**config.mk**
```make
export PLATFORM = sky130hd
export DESIGN_NAME = msq_top
export DESIGN_NICKNAME = d
export VERILOG_FILES = /design/src/verilog/msq_pkg.sv /design/src/verilog/msq_top.sv
export SDC_FILE = /design/constraint.sdc
export NUM_CORES = 2
export LEC_CHECK = 0
export BUFFER_PORTS_ARGS = -buffer_cell sky130_fd_sc_hd__buf_2
export CORE_MARGIN = 2
export CORE_UTILIZATION = 55
export CTS_CLUSTER_DIAMETER = 200
export DETAILED_ROUTE_END_ITERATION = 6
export PLACE_DENSITY = 0.71
export SYNTH_ARGS = -nofsm -noshare
export SYNTH_HDL_FRONTEND = slang
export SYNTH_SLANG_ARGS = --single-unit
```
**constraint.sdc**
```tcl
create_clock -name clk_i -period 7.63 [get_ports clk_i]
set_input_delay 0.3815 -clock clk_i [delete_from_list [all_inputs] [get_ports clk_i]]
set_output_delay 0.3815 -clock clk_i [all_outputs]
set_load 0.1 [all_outputs]
```
**src/verilog/msq_pkg.sv**
```systemverilog
package msq_pkg;

  // ****************************************
  // Geometry
  // ****************************************
  localparam int unsigned MSQ_AW = 6;
  localparam int unsigned MSQ_DEPTH = 64;
  localparam logic [5:0] MSQ_TOP_ADDR = 6'h3F;
  localparam logic [5:0] MSQ_ZERO6 = 6'h00;
  localparam logic [5:0] MSQ_ONE6 = 6'h01;

  // ****************************************
  // Microword fields (32 bits)
  // ****************************************
  localparam int unsigned MSQ_OP_LSB = 26;
  localparam int unsigned MSQ_TEST_LSB = 22;
  localparam int unsigned MSQ_POL_BIT = 25;
  localparam int unsigned MSQ_OE_BIT = 21;
  localparam int unsigned MSQ_DATA_LSB = 16;
  localparam logic [2:0] MSQ_TEST_EXT = 3'h6;
  localparam logic [2:0] MSQ_TEST_ALWAYS = 3'h7;

  // ****************************************
  // Wishbone register map (byte addresses)
  // ****************************************
  localparam logic [7:0] MSQ_REG_CTRL = 8'h00;
  localparam logic [7:0] MSQ_REG_STATUS = 8'h04;
  localparam logic [7:0] MSQ_REG_UADDR = 8'h08;
  localparam logic [7:0] MSQ_REG_UDATA = 8'h0C;
  localparam int unsigned MSQ_CTRL_DIAG_BIT = 0;
  localparam logic [31:0] MSQ_CTRL_RESET = 32'h00000000;
  localparam int unsigned MSQ_STAT_PC_LSB = 0;
  localparam int unsigned MSQ_STAT_CNT_LSB = 8;
  localparam int unsigned MSQ_STAT_RET_LSB = 16;
  localparam int unsigned MSQ_STAT_MATCH_BIT = 23;

  // ****************************************
  // Opcodes (our own encoding)
  // ****************************************
  typedef enum logic [3:0] {
    MSQ_OP_CONT = 4'h0,
    MSQ_OP_JMP_DATA = 4'h1,
    MSQ_OP_JMP_T = 4'h2,
    MSQ_OP_LDC_DATA = 4'h3,
    MSQ_OP_LDC_T = 4'h4,
    MSQ_OP_LOOP = 4'h5,
    MSQ_OP_CALL = 4'h6,
    MSQ_OP_RET = 4'h7
  } msq_op_t;

  typedef struct packed {
    logic [7:0] hi;
    logic hi_oe;
    logic [7:0] lo;
    logic zero_pin;
  } msq_pins_t;

endpackage : msq_pkg

```
**src/verilog/msq_top.sv**
```systemverilog
// Function
// RULE_01: Lower eight outputs driven, never floating, except bits 7,6 under the diagnostic option
// RULE_02: Diagnostic option: bits 7,6 become inputs
// RULE_03: Reset low forces next address 63
// RULE_04: Reset edge loads 63, word, clears match
// RULE_05: Reset leaves loop counter, return address alone
// RULE_06: Each of six tests selectable by field
// RULE_07: Tests usable as branch target or count
// RULE_08: Count-zero pin low when counter zero
// RULE_09: Diagnostic mode: zero pin carries serial data
// RULE_10: One edge updates all sequencer state together
// RULE_11: Select value six tests external condition
// RULE_12: Upper outputs enabled by pipeline enable bit
// RULE_13: Held reset reloads address 63 each edge
// RULE_14: Surrounding logic keeps inputs clock-synchronous
module msq_top (
  // Clock and reset
  input wire logic clk_i,
  input wire logic rst_i,
  // Device pins
  input wire logic reset_n_i,
  input wire logic [5:0] test_i,
  input wire logic external_condition_i,
  input wire logic shadow_shift_clock_i,
  input wire logic diag_mode_i,
  output logic [7:0] p_hi_o,
  output logic p_hi_oe_o,
  output logic [7:0] p_lo_o,
  output logic [7:0] p_lo_oe_o,
  output logic zero_o,
  // Wishbone slave
  input wire logic wb_cyc_i,
  input wire logic wb_stb_i,
  input wire logic wb_we_i,
  input wire logic [7:0] wb_adr_i,
  input wire logic [3:0] wb_sel_i,
  input wire logic [31:0] wb_dat_i,
  output logic [31:0] wb_dat_o,
  output logic wb_ack_o
);
  import msq_pkg::*;

  // ****************************************
  // State
  // ****************************************
  // Microprogram store has no reset; software loads it before use
  logic [31:0] rom_q [MSQ_DEPTH];
  logic [5:0] pc_q, pc_d, loop_counter_q, loop_counter_d;
  logic [5:0] return_address_reg_q, return_address_reg_d;
  logic [31:0] pipe_q, pipe_d;
  logic match_flag_q, match_flag_d;
  logic shadow_diag_option_q, shadow_diag_option_d;
  logic [5:0] uaddr_q, uaddr_d;
  logic [31:0] shadow_q, shadow_d;
  logic sclk_q, sclk_d;
  logic [31:0] rdat_d;
  logic ack_d, rom_we;
  logic [5:0] next_address_select;
  logic cond, sel_bit;
  msq_op_t op;
  msq_pins_t pins_d, pins_q;
  logic [7:0] lo_oe_q, lo_oe_d;

  // ****************************************
  // Sequencer
  // ****************************************
  always_comb begin
    op = msq_op_t'(pipe_q[MSQ_OP_LSB +: 4]);
    // Select values 6 and 7 bypass the test inputs
    case (pipe_q[MSQ_TEST_LSB +: 3])
      MSQ_TEST_EXT: sel_bit = external_condition_i; // RULE_11 RULE_14
      MSQ_TEST_ALWAYS: sel_bit = 1'b1;
      default: sel_bit = test_i[pipe_q[MSQ_TEST_LSB +: 3]]; // RULE_06
    endcase
    cond = sel_bit ^ pipe_q[MSQ_POL_BIT];
    next_address_select = pc_q;
    loop_counter_d = loop_counter_q;
    return_address_reg_d = return_address_reg_q;
    case (op)
      MSQ_OP_JMP_DATA: if (cond) begin
        next_address_select = pipe_q[MSQ_DATA_LSB +: 6];
      end
      MSQ_OP_JMP_T: if (cond) begin
        next_address_select = test_i; // RULE_07
      end
      MSQ_OP_LDC_DATA: loop_counter_d = pipe_q[MSQ_DATA_LSB +: 6];
      MSQ_OP_LDC_T: loop_counter_d = test_i; // RULE_07
      MSQ_OP_LOOP: if (loop_counter_q != MSQ_ZERO6 && !cond) begin
        loop_counter_d = loop_counter_q - MSQ_ONE6;
        next_address_select = pipe_q[MSQ_DATA_LSB +: 6];
      end
      MSQ_OP_CALL: if (cond) begin
        return_address_reg_d = pc_q;
        next_address_select = pipe_q[MSQ_DATA_LSB +: 6];
      end
      MSQ_OP_RET: if (cond) begin
        next_address_select = return_address_reg_q;
      end
      default: next_address_select = pc_q;
    endcase
    // Counter and return register deliberately untouched by reset
    if (!reset_n_i) begin
      next_address_select = MSQ_TOP_ADDR; // RULE_03 RULE_05
    end
    // Sequential address wraps from 63 to 0
    pc_d = next_address_select + MSQ_ONE6;
    match_flag_d = (loop_counter_d == MSQ_ZERO6);
    if (!reset_n_i) begin
      pc_d = MSQ_TOP_ADDR; // RULE_04 RULE_13
      match_flag_d = 1'b0; // RULE_04
    end
    pipe_d = rom_q[next_address_select];
    // Diagnostic: shift shadow on rising shift clock, mode 1 loads pipeline
    shadow_d = shadow_q;
    sclk_d = shadow_shift_clock_i;
    if (shadow_diag_option_q && shadow_shift_clock_i && !sclk_q) begin // RULE_02
      if (!diag_mode_i) begin
        shadow_d = {shadow_q[30:0], external_condition_i}; // RULE_11
      end else if (reset_n_i) begin
        // Held reset wins over a diagnostic load
        pipe_d = shadow_q;
      end
    end
    pins_d.hi = pipe_d[15:8];
    pins_d.hi_oe = pipe_d[MSQ_OE_BIT]; // RULE_12
    pins_d.lo = pipe_d[7:0]; // RULE_01
    // Zero detect keeps running internally; only the pin changes
    pins_d.zero_pin = shadow_diag_option_q ? shadow_d[31] : (loop_counter_d != MSQ_ZERO6); // RULE_08 RULE_09
  end

  // ****************************************
  // Wishbone registers
  // ****************************************
  always_comb begin
    shadow_diag_option_d = shadow_diag_option_q;
    uaddr_d = uaddr_q;
    rom_we = 1'b0;
    // Registered ack: one wait state, then a one-cycle pulse
    ack_d = wb_cyc_i && wb_stb_i && !wb_ack_o;
    rdat_d = 32'h00000000;
    // Status is read-only; a write to it is acknowledged and dropped
    if (ack_d && wb_we_i) begin
      case (wb_adr_i)
        MSQ_REG_CTRL: if (wb_sel_i[0]) begin
          shadow_diag_option_d = wb_dat_i[MSQ_CTRL_DIAG_BIT];
        end
        MSQ_REG_UADDR: if (wb_sel_i[0]) begin
          uaddr_d = wb_dat_i[5:0];
        end
        MSQ_REG_UDATA: rom_we = (wb_sel_i == 4'hF);
        default: rom_we = 1'b0;
      endcase
    end else if (ack_d) begin
      case (wb_adr_i)
        MSQ_REG_CTRL: rdat_d = {31'h0, shadow_diag_option_q};
        MSQ_REG_STATUS: begin
          rdat_d[MSQ_STAT_PC_LSB +: 6] = pc_q;
          rdat_d[MSQ_STAT_CNT_LSB +: 6] = loop_counter_q;
          rdat_d[MSQ_STAT_RET_LSB +: 6] = return_address_reg_q;
          rdat_d[MSQ_STAT_MATCH_BIT] = match_flag_q;
        end
        MSQ_REG_UADDR: rdat_d = {26'h0, uaddr_q};
        MSQ_REG_UDATA: rdat_d = rom_q[uaddr_q];
        default: rdat_d = 32'h00000000;
      endcase
    end
    // Bits 7 and 6 turn into inputs while the diagnostic option is on
    lo_oe_d = shadow_diag_option_d ? 8'h3F : 8'hFF; // RULE_01 RULE_02
  end

  // Write lands on the edge that raises ack
  always_ff @(posedge clk_i) begin
    if (rom_we) begin
      rom_q[uaddr_q] <= wb_dat_i;
    end
  end

  // ****************************************
  // Registers
  // ****************************************
  always_ff @(posedge clk_i) begin
    loop_counter_q <= loop_counter_d; // RULE_10
    return_address_reg_q <= return_address_reg_d;
    if (rst_i) begin
      pc_q <= MSQ_TOP_ADDR;
      pipe_q <= MSQ_CTRL_RESET;
      match_flag_q <= 1'b0;
      shadow_q <= MSQ_CTRL_RESET;
      sclk_q <= 1'b0;
      shadow_diag_option_q <= 1'b0;
      uaddr_q <= MSQ_ZERO6;
      pins_q <= '0;
      wb_ack_o <= 1'b0;
      wb_dat_o <= 32'h00000000;
    end else begin
      pc_q <= pc_d; // RULE_10
      pipe_q <= pipe_d;
      match_flag_q <= match_flag_d;
      shadow_q <= shadow_d;
      sclk_q <= sclk_d;
      shadow_diag_option_q <= shadow_diag_option_d;
      uaddr_q <= uaddr_d;
      pins_q <= pins_d;
      wb_ack_o <= ack_d;
      wb_dat_o <= rdat_d;
    end
  end

  // Lower enables are a flop so pins stay registered
  always_ff @(posedge clk_i) begin
    if (rst_i) begin
      lo_oe_q <= 8'hFF;
    end else begin
      lo_oe_q <= lo_oe_d;
    end
  end

  assign p_hi_o = pins_q.hi;
  assign p_hi_oe_o = pins_q.hi_oe;
  assign p_lo_o = pins_q.lo;
  assign p_lo_oe_o = lo_oe_q;
  assign zero_o = pins_q.zero_pin;

endmodule // msq_top

```
==> out/metrics.yaml <==
path_max_fanout: 25
nets: 6395
power.density_nw_per_um2: 298.1
place_area_sq_um: 103000
ios: 118
fin_crit_sh: 0.8400
num_vias: 66380
setup_viol: 0
ys_types: 71
endpoint_kind: "register"
grt_overflow: 0
synthesis.instances: 6305
grt_max_degree: 156
root_buffer: "clkbuf_16"
max-cap-violations: 0
postCtsSetupRepairBufs: 0
synth_area_sq_um: 99180
cpMaxStageDelayCell: "nor4_1"
synth_seq_area_share: 0.6469
combPwrFrac: 0.257
power_frac_seq: 0.406
die_area_sq_um: 183700
slowest_delay_ps: 850
clock_path_buffers: 3
clkSlewWorstSetupHoldPaths_ps: 70
rrSetupSlack_ps: 1220
die_x_um: 428.6
start_kind: "register"
tns_ps: 0
rsz0062_at_grt: "false"
p_int_uw: 22020
clock_skew_ps: 47.64
slew_headroom: 0.05385
crit_type: "reg2reg"
gp_congestion: 0.9329
drt_iter0_drc: 11840
drc: 0
cts_tree: "built"
min_path_type: "in2reg"
cts_buffers: 215
ys_seq_elements: 2178
grt_pass1_wl_um: 476000
start_util: 0.5546
numClockSinks: 2178
period_needed_ps: 6409
drive_above_1_share: 0.2151
fin_cells: 8900
fin_area_sq_um: 110500
coreArea_sq_um: 178800
rows: 155
antenna_left: 0
wl_um: 343700
avgViaCountPerCell: 7.459
max_freq_ghz: 0.1560
ys.flop_type: "edfxtp_1"
die_h_um: 428.6
timing_hold_violations_final: 0
postCtsHoldBufs: 12
grt_pass1_vias: 63270
final_cell_mix: "edfxtp_1, nand2_1, mux4_2"
syn_avg_cell_area_sq_um: 15.73
ir_drop_v: 0.0004137
grt.total_usage: 0.3683
cts_max_level: 4
firstDrtPassIters: 7
place_hpwl_um: 194400
synth_warnings: 0
crit_arrival_ps: 7120
cts_resized: 0
sw_frac_of_total: 0.3312
clockPowerShare: 0.337
wl_per_cell_um: 38.62
worstMarginPinSlew_ps: 1416
crit_required_ps: 8340
outcome: "complete, no violations"
leakagePower_uw: 0.03540
synth-async-reset-ratio: 0
antenna_found_initial: 24
path_cells: "nor2b_1 -> o21a_1 -> a2111oi_0 -> nand4_1 -> a31oi_1 -> o21a_4 -> nand2_2 -> buf_4 -> o221ai_1 -> o21bai_1 -> nor4_1 -> a221o_1"
io_buffers: 111
synth_enable_flop_cells: 2054
area_growth_syn_to_layout_pct: 11.40
clkLatencyLatePin_ps: 880
placed_cells: 8460
final_common_cell: "edfxtp_1"
switchingPower_uw: 10910
final_max_slew_viol_count: 0
## cell type report
type / count / area (sq um)
clock buffers: 280 / 5806
flip-flops and latches: 2178 / 64180
well taps: 2355 / 2947
diodes: 18 / 45.04
fillers: 12650 / 68330
clock inverters: 130 / 1548
inverters: 18 / 80.08
multi-input cells: 3610 / 33430
repair buffers: 311 / 2440
## final timing paths
check	startpoint	end	depth (start not counted)
setup reg to reg	pipe_q[28]	pipe_q[29]	12
hold reg to reg	shadow_q[26]	shadow_q[26]	2
setup / recovery	pipe_q[28]	pipe_q[29]	12
hold / removal	wb_adr_i[1]	shadow_diag_option_q	6
## worst max-delay path, delay by kind of cell (launching register included)
family	cells	cell delay, ps
DFF	1	840
AOI/OAI and AO/OA	7	2900
buffers and inverters	1	480
and+or+nand+nor	4	1930
## power by group through the flow
stage | logic, uW | registers [uW] | clock network (uW)
4_1_cts | 8130 | 13400 | 11100
3_5_place_dp | 8090 | 13600 | 0
6_report | 8450 | 13400 | 11100
3_3_place_gp | 8000 | 13600 | 0
5_1_grt | 8630 | 13400 | 11600
2_1_floorplan | 5190 | 13500 | 0
## metrics by stage
stage	hold WS (ps)	utilization	setup slack, ps	total power, uW
after floorplan	401.4	-	3912	18680
after global placement	458.9	0.5758	1809	21610
after detailed placement	467.5	0.5758	1776	21700
after CTS	19.68	0.6176	1728	32610
after global routing	65.58	0.6176	1338	33560
final	52.60	0.6179	1221	32930
## registers in the layout (all words and copies together) (netlist names), named ones only
register	flops
shadow_diag_option_q	1
zero_o	1
rom_q	2048
uaddr_q	6
wb_ack_o	1
loop_counter_q	6
wb_dat_o	32
shadow_q	32
pc_q	6
match_flag_q	1
p_lo_oe_o	1
pipe_q	30
sclk_q	1
return_address_reg_q	6
## synth_stat cells, types with 14 or more instances
cell type  count  area share
a211oi_1      17      0.0013
a21oi_1      420       0.021
a221o_1       14      0.0014
a31oi_1       34      0.0021
buf_1        118      0.0045
buf_2         94      0.0047
buf_4         26      0.0020
clkbuf_1     263       0.010
dfxtp_1      124       0.025
edfxtp_1    2054        0.62
inv_1         16     0.00061
mux2i_1      610       0.062
mux4_2       658        0.15
nand2_1      927       0.035
nand3_1       27      0.0014
nor2_1       142      0.0054
nor2b_1       15     0.00095
nor3_1        26      0.0013
nor4_1       200       0.013
o211ai_1      23      0.0017
o21ai_0       46      0.0023
o221ai_1      62      0.0055
o22ai_1      202       0.013
or4_1         40      0.0030
## cell families after synthesis
group,Yosys count,share of synthesized area
flip-flops,2178,0.6469
buffers and inverters,522,0.02215
AO/OA/AOI/OAI,890,0.05450
XOR/XNOR,5,0.0004415
multiplexers,1280,0.2124
adder cells (fa/ha/maj),2,0.0002523
AND/OR/NAND/NOR,1427,0.06332
other,1,0.00003781
## routing by layer
layer,share of wire,global-route usage,up-vias
met4,0.071,0.2208,12
met1,0.34,0.4883,33500
li1,-,-,25500
met2,0.44,0.5349,6115
met3,0.16,0.1181,1255
met5,0.00022,0,-
Note: power is estimated with default switching activity, not from simulation.
